### src/pkg/tec_guard_map.svh
// Constants for the cooler limit and fault guard
`ifndef TEC_GUARD_MAP_SVH
`define TEC_GUARD_MAP_SVH
`define PWM_HALF_DUTY     13'h0800
`define PWM_MIN_DUTY      13'h0334
`define PWM_MAX_DUTY      13'h0ccc
`define VCTL_OFFSET_MV    32'sh0000_05dc
`define VCTL_CEIL_MV      32'sh0000_0bb8
`define VCTL_FLOOR_MV     32'sh0000_0000
`define VCTL_GAIN_SHIFT   8
`define DAC_INT_REF_MV    16'h09c4
`define DAC_FULL_CODE     28'h000_0fff
`define DAC_BIAS_CH       3'h4
`define STREAK_FAULT_LEN  2'h3
`endif

### src/pkg/tec_guard_pkg.sv
// Types for the cooler limit and fault guard
package tec_guard_pkg;
  typedef enum logic [1:0] {
    CTL_OFF   = 2'b00,
    CTL_RUN   = 2'b01,
    CTL_FORCE = 2'b10,
    CTL_HALT  = 2'b11
  } ctl_state_t;
  typedef enum logic [1:0] {
    VIOL_NONE  = 2'b00,
    VIOL_OVER  = 2'b01,
    VIOL_UNDER = 2'b10
  } viol_t;
endpackage

### src/logic/violation_counter.sv
// Consecutive same-kind violation counter for one fault type
`timescale 1ns/100ps
`include "tec_guard_map.svh"
module violation_counter
  import tec_guard_pkg::*;
(
  input  wire logic clk,
  input  wire logic sys_rst,
  input  wire logic clear,     // Drop the streak and the fault
  input  wire logic strobe,    // One comparison done this cycle
  input  wire logic over,      // Above the positive limit
  input  wire logic under,     // Below the negative limit
  output logic      fault      // Fault declared, held until clear
);
  viol_t      kind_reg;        // Kind of the running streak
  logic [1:0] count_reg;       // Length of the running streak
  viol_t      kind_now;        // Kind seen at this comparison

  assign kind_now = over ? VIOL_OVER : (under ? VIOL_UNDER : VIOL_NONE);

  // Streak tracking
  always_ff @(posedge clk) begin
    if (sys_rst || clear) begin
      kind_reg  <= VIOL_NONE;
      count_reg <= 2'h0;
    end else if (strobe) begin
      if (kind_now == VIOL_NONE) begin
        count_reg <= 2'h0;
        kind_reg  <= VIOL_NONE;
      end else if (kind_now == kind_reg && count_reg != `STREAK_FAULT_LEN) begin
        count_reg <= count_reg + 2'h1;
      end else if (kind_now != kind_reg) begin
        count_reg <= 2'h1; // Different event restarts the streak
        kind_reg  <= kind_now;
      end
    end
  end

  // Fault flag: a new hit wins over a clear in the same cycle
  always_ff @(posedge clk) begin
    if (sys_rst) begin
      fault <= 1'b0;
    end else if (strobe && kind_now != VIOL_NONE && kind_now == kind_reg &&
                 count_reg == `STREAK_FAULT_LEN - 2'h1) begin
      fault <= 1'b1;
    end else if (clear) begin
      fault <= 1'b0;
    end
  end
endmodule // violation_counter

### src/logic/tec_limit_and_fault_guard.sv
// Limit clamps, fault detection, duty update and bias DAC for the cooler loop
`timescale 1ns/100ps
`include "tec_guard_map.svh"
module tec_limit_and_fault_guard
  import tec_guard_pkg::*;
#(
  parameter int DAC_CHANNELS = 8
) (
  input  wire logic                     clk,
  input  wire logic                     sys_rst,
  input  wire logic                     control_enable,          // Software wants the loop running
  input  wire logic signed [15:0]       pos_current_fault_limit, // mA
  input  wire logic signed [15:0]       neg_current_fault_limit, // mA
  input  wire logic signed [15:0]       pos_current_target_limit,// mA
  input  wire logic signed [15:0]       neg_current_target_limit,// mA
  input  wire logic signed [15:0]       pos_voltage_fault_limit, // mV
  input  wire logic signed [15:0]       neg_voltage_fault_limit, // mV
  input  wire logic signed [15:0]       sense_gain,              // 10 x Rsense, Q8, mV per mA
  input  wire logic                     meas_valid,              // Fresh ADC pair this cycle
  input  wire logic signed [15:0]       meas_current,            // mA
  input  wire logic signed [15:0]       meas_voltage,            // mV
  input  wire logic signed [15:0]       current_target_in,       // mA
  input  wire logic signed [15:0]       control_voltage_in,      // mV
  input  wire logic signed [15:0]       integrator_error_in,     // mA
  input  wire logic                     duty_write,              // Load pending duties
  input  wire logic [12:0]              duty_a_in,               // Clock cycles of 4096
  input  wire logic [12:0]              duty_b_in,
  input  wire logic                     update_req,              // Global duty update request
  input  wire logic                     dac_cfg_write,
  input  wire logic                     dac_data_write,
  input  wire logic [2:0]               dac_channel,
  input  wire logic                     dac_enable_in,
  input  wire logic                     dac_ref_sel_in,          // 1 internal, 0 alternate
  input  wire logic [11:0]              dac_code_in,
  input  wire logic [15:0]              alt_ref_mv,              // Alternate reference level
  output logic signed [15:0]            current_target_out,
  output logic signed [15:0]            control_voltage_out,
  output logic signed [15:0]            integrator_error_out,
  output logic [12:0]                   bridge_a_high_drive_duty,
  output logic [12:0]                   bridge_b_high_drive_duty,
  output logic                          pwm_update,
  output logic                          bridge_a_high_drive,
  output logic                          bridge_b_high_drive,
  output logic                          control_active,
  output logic                          current_fault,
  output logic                          voltage_fault,
  output logic [DAC_CHANNELS-1:0]       dac_enable,
  output logic                          bias_dac_ref_internal,
  output logic [11:0]                   bias_dac_code,
  output logic [15:0]                   bias_dac_out_mv
);
  ctl_state_t         state_reg;        // Loop control state
  logic signed [15:0] pcf_reg, ncf_reg; // Held current fault limits
  logic signed [15:0] ptl_reg, ntl_reg; // Held target limits
  logic signed [15:0] pvf_reg, nvf_reg; // Held voltage fault limits
  logic signed [15:0] gain_reg;         // Held sense gain
  logic signed [15:0] cur_smp_reg;      // Captured current sample
  logic signed [15:0] volt_smp_reg;     // Captured voltage sample
  logic               cmp_go_reg;       // Compare stage strobe
  logic [12:0]        pend_a_reg, pend_b_reg; // Written, not yet live
  logic [11:0]        pwm_cnt_reg;      // Period counter
  logic [DAC_CHANNELS-1:0] dac_ref_reg; // Reference selects
  logic [11:0]        dac_code_reg [DAC_CHANNELS]; // Data registers
  logic signed [31:0] vhi_raw, vlo_raw, span;
  logic [15:0]        bias_ref_mv;
  logic [27:0]        bias_prod;
  logic               cur_hit, volt_hit;

  // Saturating clamp into 16 bits
  function automatic logic signed [15:0] clamp16(input logic signed [31:0] v,
                                                  input logic signed [31:0] lo,
                                                  input logic signed [31:0] hi);
    logic signed [31:0] r;
    r = v;
    if (r > hi) r = hi;
    if (r < lo) r = lo;
    return r[15:0];
  endfunction

  // Duty band limit
  function automatic logic [12:0] band(input logic [12:0] d);
    logic [12:0] r;
    r = d;
    if (r < `PWM_MIN_DUTY) r = `PWM_MIN_DUTY;
    if (r > `PWM_MAX_DUTY) r = `PWM_MAX_DUTY;
    return r;
  endfunction

  // Limit configuration capture only while the loop is off
  always_ff @(posedge clk) begin
    if (sys_rst) begin
      {pcf_reg, ncf_reg, ptl_reg, ntl_reg} <= '0;
      {pvf_reg, nvf_reg, gain_reg}        <= '0;
    end else if (state_reg == CTL_OFF) begin
      pcf_reg  <= pos_current_fault_limit;
      ncf_reg  <= neg_current_fault_limit;
      ptl_reg  <= pos_current_target_limit;
      ntl_reg  <= neg_current_target_limit;
      pvf_reg  <= pos_voltage_fault_limit;
      nvf_reg  <= neg_voltage_fault_limit;
      gain_reg <= sense_gain;
    end
  end

  // Derived clamp bounds
  assign vhi_raw = ((32'(ptl_reg) * 32'(gain_reg)) >>> `VCTL_GAIN_SHIFT) + `VCTL_OFFSET_MV;
  assign vlo_raw = ((32'(ntl_reg) * 32'(gain_reg)) >>> `VCTL_GAIN_SHIFT) + `VCTL_OFFSET_MV;
  assign span    = 32'(ptl_reg) - 32'(ntl_reg);

  // Clamped loop quantities
  always_ff @(posedge clk) begin
    if (sys_rst) begin
      current_target_out   <= '0;
      control_voltage_out  <= '0;
      integrator_error_out <= '0;
    end else begin
      current_target_out   <= clamp16(32'(current_target_in), 32'(ntl_reg), 32'(ptl_reg));
      control_voltage_out  <= clamp16(32'(control_voltage_in),
                                      (vlo_raw > `VCTL_FLOOR_MV) ? vlo_raw : `VCTL_FLOOR_MV,
                                      (vhi_raw < `VCTL_CEIL_MV) ? vhi_raw : `VCTL_CEIL_MV);
      integrator_error_out <= clamp16(32'(integrator_error_in), -span, span);
    end
  end

  // Sample capture, compare one cycle later
  always_ff @(posedge clk) begin
    if (sys_rst) begin
      cur_smp_reg  <= '0;
      volt_smp_reg <= '0;
      cmp_go_reg   <= 1'b0;
    end else begin
      if (meas_valid) begin
        cur_smp_reg  <= meas_current;
        volt_smp_reg <= meas_voltage;
      end
      cmp_go_reg <= meas_valid && state_reg == CTL_RUN;
    end
  end

  // Per-type streak counters
  violation_counter u_cur_streak (
    .clk    (clk),
    .sys_rst(sys_rst),
    .clear  (state_reg == CTL_OFF),
    .strobe (cmp_go_reg),
    .over   (cur_smp_reg > pcf_reg),
    .under  (cur_smp_reg < ncf_reg),
    .fault  (current_fault)
  );
  violation_counter u_volt_streak (
    .clk    (clk),
    .sys_rst(sys_rst),
    .clear  (state_reg == CTL_OFF),
    .strobe (cmp_go_reg),
    .over   (volt_smp_reg > pvf_reg),
    .under  (volt_smp_reg < nvf_reg),
    .fault  (voltage_fault)
  );
  assign cur_hit  = current_fault;
  assign volt_hit = voltage_fault;

  // Loop control state machine
  always_ff @(posedge clk) begin
    if (sys_rst) begin
      state_reg <= CTL_OFF;
    end else begin
      case (state_reg)
        CTL_OFF:   if (control_enable) state_reg <= CTL_RUN;
        CTL_RUN: begin
          if (cur_hit || volt_hit) state_reg <= CTL_FORCE;
          else if (!control_enable) state_reg <= CTL_OFF;
        end
        CTL_FORCE: state_reg <= CTL_HALT;
        CTL_HALT:  if (!control_enable) state_reg <= CTL_OFF;
        default:   state_reg <= CTL_OFF;
      endcase
    end
  end

  // Control active flag
  always_ff @(posedge clk) begin
    if (sys_rst) control_active <= 1'b0;
    else control_active <= (state_reg == CTL_RUN && !cur_hit && !volt_hit) ||
                           (state_reg == CTL_OFF && control_enable);
  end

  // Pending duties and the self-clearing update strobe
  always_ff @(posedge clk) begin
    if (sys_rst) begin
      pend_a_reg <= `PWM_HALF_DUTY;
      pend_b_reg <= `PWM_HALF_DUTY;
      pwm_update <= 1'b0;
    end else if (state_reg == CTL_FORCE) begin
      pend_a_reg <= `PWM_HALF_DUTY;
      pend_b_reg <= `PWM_HALF_DUTY;
      pwm_update <= 1'b1;
    end else begin
      if (duty_write && state_reg == CTL_RUN) begin
        pend_a_reg <= band(duty_a_in);
        pend_b_reg <= band(duty_b_in);
      end
      pwm_update <= update_req && state_reg == CTL_RUN;
    end
  end

  // Live duties load only on the strobe
  always_ff @(posedge clk) begin
    if (sys_rst) begin
      bridge_a_high_drive_duty <= `PWM_HALF_DUTY;
      bridge_b_high_drive_duty <= `PWM_HALF_DUTY;
    end else if (pwm_update) begin
      bridge_a_high_drive_duty <= pend_a_reg;
      bridge_b_high_drive_duty <= pend_b_reg;
    end
  end

  // 4096-cycle period and drive pins
  always_ff @(posedge clk) begin
    if (sys_rst) begin
      pwm_cnt_reg         <= '0;
      bridge_a_high_drive <= 1'b0;
      bridge_b_high_drive <= 1'b0;
    end else begin
      pwm_cnt_reg         <= pwm_cnt_reg + 12'h001;
      bridge_a_high_drive <= {1'b0, pwm_cnt_reg} < bridge_a_high_drive_duty;
      bridge_b_high_drive <= {1'b0, pwm_cnt_reg} < bridge_b_high_drive_duty;
    end
  end

  // DAC channel configuration and data registers
  always_ff @(posedge clk) begin
    if (sys_rst) begin
      dac_enable  <= '0;
      dac_ref_reg <= '0;
      for (int i = 0; i < DAC_CHANNELS; i++) dac_code_reg[i] <= '0;
    end else begin
      if (dac_cfg_write) begin
        dac_enable[dac_channel]  <= dac_enable_in;
        dac_ref_reg[dac_channel] <= dac_ref_sel_in;
      end
      if (dac_data_write) dac_code_reg[dac_channel] <= dac_code_in;
    end
  end

  // Bias channel output level
  assign bias_ref_mv = dac_ref_reg[`DAC_BIAS_CH] ? `DAC_INT_REF_MV : alt_ref_mv;
  assign bias_prod   = 28'(dac_code_reg[`DAC_BIAS_CH]) * 28'(bias_ref_mv);
  always_ff @(posedge clk) begin
    if (sys_rst) begin
      bias_dac_ref_internal <= 1'b0;
      bias_dac_code         <= '0;
      bias_dac_out_mv       <= '0;
    end else begin
      bias_dac_ref_internal <= dac_ref_reg[`DAC_BIAS_CH];
      bias_dac_code         <= dac_code_reg[`DAC_BIAS_CH];
      bias_dac_out_mv       <= dac_enable[`DAC_BIAS_CH] ?
                               16'(bias_prod / `DAC_FULL_CODE) : 16'h0000;
    end
  end
endmodule // tec_limit_and_fault_guard

### config.mk
export PLATFORM = sky130hd
export DESIGN_NAME = tec_limit_and_fault_guard
export DESIGN_NICKNAME = d
export VERILOG_FILES = /design/src/pkg/tec_guard_pkg.sv /design/src/logic/violation_counter.sv /design/src/logic/tec_limit_and_fault_guard.sv
export VERILOG_INCLUDE_DIRS = /design/src /design/src/pkg
export SDC_FILE = /design/constraint.sdc
export NUM_CORES = 2
export LEC_CHECK = 0
export ABC_AREA = 0
export BUFFER_PORTS_ARGS = -buffer_cell sky130_fd_sc_hd__buf_2
export CAP_MARGIN = 20
export CORE_ASPECT_RATIO = 0.7
export CORE_MARGIN = 2
export CORE_UTILIZATION = 35
export CTS_CLUSTER_SIZE = 24
export DETAILED_ROUTE_END_ITERATION = 16
export HOLD_SLACK_MARGIN = 0.06
export SETUP_SLACK_MARGIN = 0.05
export SYNTH_ARGS = -nofsm -noshare
export SYNTH_HDL_FRONTEND = slang
export SYNTH_SLANG_ARGS = --single-unit
### constraint.sdc
create_clock -name clk -period 27.3 [get_ports clk]
set_input_delay 5.46 -clock clk [delete_from_list [all_inputs] [get_ports clk]]
set_output_delay 5.46 -clock clk [all_outputs]
set_load 0.05 [all_outputs]
Word level (Yosys, flattened, before mapping)
Memory sizes are Yosys's and may differ from the RTL's.
Cells that the tools add are included.
Word-level totals
  register bits: 318
  bits in latches: 0
  memory bits (writable): 96
  bits in read-only memories: 0
  input bits: 259
  memories kept: 1
Memory list
  dac_code_reg: words 8, width 12, rd ports 1, clocked after Yosys merged registers in 0, write ports 8, line tec_limit_and_fault_guard.sv:63  | logic [11:0] dac_code_reg [DAC_CHANNELS];
Operators by class
  add/sub/neg operators: 7
  multipliers: 3
  divide/modulo/power cells: 1
  magnitude comparators: 20
  equal/unequal tests: 14
  shift-type cells: 0
  muxes and demuxes: 58
  bitwise gates (word level): 1
  reduce and logical (&&, ||, !) cells: 38
Operator list (count)
  32-bit two-way mux: 8
  13-bit two-way mux: 10
  32-bit less-than comparator: 2
  16-bit by 16-bit multiplier with 32-bit output: 2
  16-bit two-way mux: 4
  24-bit by 12-bit adder with 25-bit output (second input constant): 2
  16-bit > comparator: 3
  2-bit two-way mux: 19
  16-bit by 32-bit > comparator with 1-bit output: 1
  16-bit less-than comparator: 2
  32-bit by 16-bit less-than comparator with 1-bit output: 1
  17-bit negation with 32-bit output: 1
  28-bit by 12-bit divider with 28-bit output (second input constant): 1
  12-bit by 16-bit multiplier with 28-bit output: 1
  13-bit by 12-bit > comparator with 1-bit output (second input constant): 2
  12-bit by 13-bit less-than comparator with 1-bit output: 2
  13-bit by 10-bit less-than comparator with 1-bit output (second input constant): 2
  25-bit by 1-bit > comparator with 1-bit output (second input constant): 1
  25-bit by 13-bit less-than comparator with 1-bit output (second input constant): 1
  16-bit by 17-bit > comparator with 1-bit output: 1
  16-bit by 16-bit subtractor with 17-bit output: 1
  8-bit bitwise mux: 2
  1-bit logical AND: 15
  12-bit by 1-bit adder with 12-bit output (second input constant): 1
  24 further kinds: 57

Longest topological paths before layout
  depth in word-level cells: 9
  depth in mapped cells: 88

Hierarchy
A second synthesis with hierarchy kept.
Second synthesis, totals
  cell total of the unflattened synthesis: 6097
  area, all modules: 50435.9 sq um
Modules (own cells, without submodules)
  tec_limit_and_fault_guard: instances 1, cells an instance 6035, area each 49837.8 sq um, sequential area each 6386.1 sq um
  violation_counter: instances 2, cells an instance 31, area each 299.0 sq um, sequential area each 100.1 sq um

Worst setup path before layout
OpenSTA, ideal clock, no wires.
  kind: input-to-reg
  start: in alt_ref_mv[7]
  end: reg bias_dac_out_mv[0]
  data arrival time: 22.189 ns
  data required time: 27.173 ns
  slack: 4.984 ns
  stages on the path: 62
  cell sequence: or2_2 -> clkbuf_1 -> and2_1 -> fa_1 -> inv_1 -> fa_1 -> inv_1 -> fa_1 -> fa_1 -> inv_1 -> fa_1 -> inv_1 -> ha_1 -> buf_2 -> a21oi_1 -> o21ai_1 -> a22o_1 -> a311oi_1 -> [26 not listed] -> a2111o_1 -> a211oi_1 -> mux2i_2 -> nor3_2 -> o31ai_2 -> nor4_2 -> nand2_1 -> xnor2_2 -> o21ai_4 -> a2111o_1 -> a2111o_1 -> o31ai_4 -> xor2_1 -> ha_1 -> nand4_1 -> a2111oi_2 -> nor3_1 -> or3b_1
Between the ends
  word-level cells in the longest chain between the ends: 3
RTL lines
  from (decl): line tec_limit_and_fault_guard.sv:35  | input wire logic [15:0] alt_ref_mv,
  16-bit two-way mux: line tec_limit_and_fault_guard.sv:246  | assign bias_ref_mv = dac_ref_reg[`DAC_BIAS_CH] ? `DAC_INT_REF_MV : alt_ref_mv;
  12-bit by 16-bit multiplier with 28-bit output: line tec_limit_and_fault_guard.sv:247  | assign bias_prod = 28'(dac_code_reg[`DAC_BIAS_CH]) * 28'(bias_ref_mv);
  28-bit by 12-bit divider with 28-bit output (no source line)
  to (signal assigned): line tec_limit_and_fault_guard.sv:256  | bias_dac_out_mv <= dac_enable[`DAC_BIAS_CH] ?
  to (decl): line tec_limit_and_fault_guard.sv:50  | output logic [15:0] bias_dac_out_mv
No other way between the ends.
A chain may end at the register's enable or synchronous reset.

Worst setup path after layout
  start: in alt_ref_mv[13]
  end: reg bias_dac_out_mv[0]
The elaborated chain is that of the path after synthesis.

==> flow_metrics.env <==
export IMPL_routed_via_density=5.24
export IMPL_final_cells=8294
export IMPL_initial_core_util=0.351
export IMPL_synth_area_top_cells="fa_1 26%, dfxtp_1 12%, ha_1 11%"
export IMPL_synth_area_mm2=0.0509
export IMPL_die_w_um=460
export IMPL_ys_seq_area_frac=0.129
export IMPL_grt_pass1_wl_um=252000
export IMPL_ys_seq_elements=323
export IMPL_cp_max_fo=13
export IMPL_portBuffers=375
export IMPL_finClkSkew_ns=0.0249
export IMPL_synth_edf_count=12
export IMPL_crit_arrival_ns=25.84
export IMPL_start_kind="primary input"
export IMPL_ant_nets=0
export IMPL_crit_path_frequent_cell="fa_1"
export IMPL_async_flop_share=0
export IMPL_slowest_stage="mux2i_1"
export IMPL_drv_slew=0
export IMPL_path_class="primary input to flip-flop"
export IMPL_tns_ns=0
export IMPL_cts_setup_buffers=0
export IMPL_drive_gt1_frac=0.108
export IMPL_max_clock_freq_mhz=39.5
export IMPL_synth_nets=7520
export IMPL_ys_types=138
export IMPL_synth_ff_type="dfxtp_1"
export IMPL_end_kind="flip-flop"
export IMPL_synthAdderAreaFrac=0.375
export IMPL_hpwl_um=132000
export IMPL_hold_depth=2
export IMPL_clkTransAtPathRegs_ns=0.07
export IMPL_setup_viol=0
export IMPL_cts_root_buffer="clkbuf_16"
export IMPL_io_pins=376
export IMPL_cts_sinks=323
export IMPL_insertion_delay_ns=0.63
export IMPL_status="completed"
export IMPL_grt_pass1_vias=42583
export IMPL_max_slew_margin=0.219
export IMPL_synth_simple_area_share=0.209
export IMPL_synth_top_family_by_area="adder cells"
export IMPL_rsz0062_at_grt="no"
export IMPL_grt_max_degree=128
export IMPL_via_count=43492
export IMPL_drcViolationCount=0
export IMPL_synth_compound_area_frac=0.130
export IMPL_die_area_mm2=0.149
export IMPL_hold_path_class="flip-flop to flip-flop"
export IMPL_grt_util_all_layers=0.218
export IMPL_final_hold_viol_count=0
export IMPL_synth_top_area_frac=0.261
export IMPL_worst_pin_slew_ns=1.16
export IMPL_r2r_worst_path_cells=57
export IMPL_ctsResizeCount=0
export IMPL_final_min_clock_period_ns=25.32
export IMPL_syn_area_per_cell_um2=8.30
export IMPL_areaGrowthSynthToFinish_pct=9.93
export IMPL_yosysWarnings=0
export IMPL_wirelength_um=163000
export IMPL_drtIter0Drc=3350
export IMPL_ctsHtreeMaxLevel=2
export IMPL_rows=117
export IMPL_fp_dieH_um=323
export IMPL_cp_required_ns=27.82
export IMPL_maxCapViolations=0
export IMPL_period_share=0.927
export IMPL_antenna_found_initial=40
export IMPL_dp_cells=8208
export IMPL_synthCells=6134
export IMPL_synth_top_area_cell="fa_1"
export IMPL_routedWlPerCell_um=19.6
export IMPL_reg2reg_slack_ns=6.25
export IMPL_nNetsFinal=7732
export IMPL_cts_tree="done"
export IMPL_cts_buffer_depth=3
export IMPL_muxShareOfSynthArea=0.0274
export IMPL_grt_overflow=0
export IMPL_gp_congestion=0.971
export IMPL_core_area_mm2=0.145
export IMPL_synth_xor_area_frac=0.0406
export IMPL_cts_buffers=39
export IMPL_slowest_delay_ns=0.79
export IMPL_postCtsHoldBufs=0
export IMPL_dr_pass1_iters=8
-- placed cells by master, fill, tap and decap left out, types with 33 or more instances in the layout --
cell type,synthesis,final
ha_1,464,464
o211ai_1,38,38
a211oi_1,33,33
a21oi_1,323,322
nand2b_1,68,68
clkbuf_16,0,40
nor2_1,324,323
o21ai_0,168,168
xor2_1,76,76
nor3_1,92,92
nand3_1,92,92
and3_1,38,38
a21o_1,64,64
xnor2_1,143,143
nor2b_1,76,76
dfxtp_1,311,305
fa_1,663,663
inv_1,893,892
o21a_1,35,35
mux2i_1,104,103
a31oi_1,38,38
buf_4,20,62
and2_1,323,323
nand2_1,896,896
nand4_1,79,79
buf_2,7,374
-- final timing paths --
| check | end | start |
|---|---|---|
| worst max-delay path | bias_dac_out_mv[0] | alt_ref_mv[13] |
| worst min-delay path | nvf_reg[8] | nvf_reg[8] |
| worst max register to register | bias_dac_out_mv[0] | dac_ref_reg[4] |
| worst min register to register | nvf_reg[8] | nvf_reg[8] |
-- cell families after synthesis --
logic type               count (synthesis)
AND/OR/NAND/NOR                       2175
buffers and inverters                 1160
adder cells (fa/ha/maj)               1130
AO/OA/AOI/OAI                          984
flip-flops                             323
XOR/XNOR                               227
multiplexers                           134
other                                    1
-- critical path, delay by kind of cell --
family | cells | cell delay (ns)
multiplexers | 1 | 0.79
AO/OA/AOI/OAI | 25 | 8.54
XOR/XNOR | 3 | 0.95
AND/OR/NAND/NOR | 18 | 6.42
adder cells (fa/ha/maj) | 7 | 3.38
buffers and inverters | 4 | 0.24
-- area by class of cell --
cell class	count	area [um^2]
clock inverter	24	319
inverter	893	3350
multi-input combinational	4651	39900
fill	14876	88900
clock buffer	46	1050
tap	1904	2380
antenna	15	37.5
sequential	323	6590
timing repair buffer	438	2370
-- cell usage after synthesis (29+ instances only) --
library cell,number
a211oi_1,33
a21o_1,64
a21oi_1,323
a31oi_1,38
and2_1,323
and3_1,38
clkbuf_1,221
dfxtp_1,311
fa_1,663
ha_1,464
inv_1,893
mux2i_1,104
nand2_1,896
nand2b_1,68
nand3_1,92
nand4_1,79
nor2_1,324
nor2b_1,76
nor3_1,92
nor4_1,29
o211ai_1,38
o21a_1,35
o21ai_0,168
xnor2_1,143
xor2_1,76
-- layer usage --
metal  global-route usage  up-vias  share of wire
li1                     -    20502              -
met3               0.0619      224           0.10
met1                0.328    21107           0.48
met5                    0        -         0.0019
met4               0.0533       44          0.024
met2                0.302     1615           0.39
-- stage by stage --
stage,cell area [um^2],worst slack [ns],hold WS (ns),utilization
after CTS,55900,2.43,0.455,0.386
final,56000,1.98,0.453,0.386
after floorplan,50900,4.98,0.428,-
after global placement,54600,2.31,0.441,0.377
after detailed placement,54600,1.75,0.447,0.377
after global routing,56000,0.616,0.470,0.386
Power is left out: the tool's default activity adds up to more than one toggle a clock period on the data nets, which glitch-free logic cannot reach.
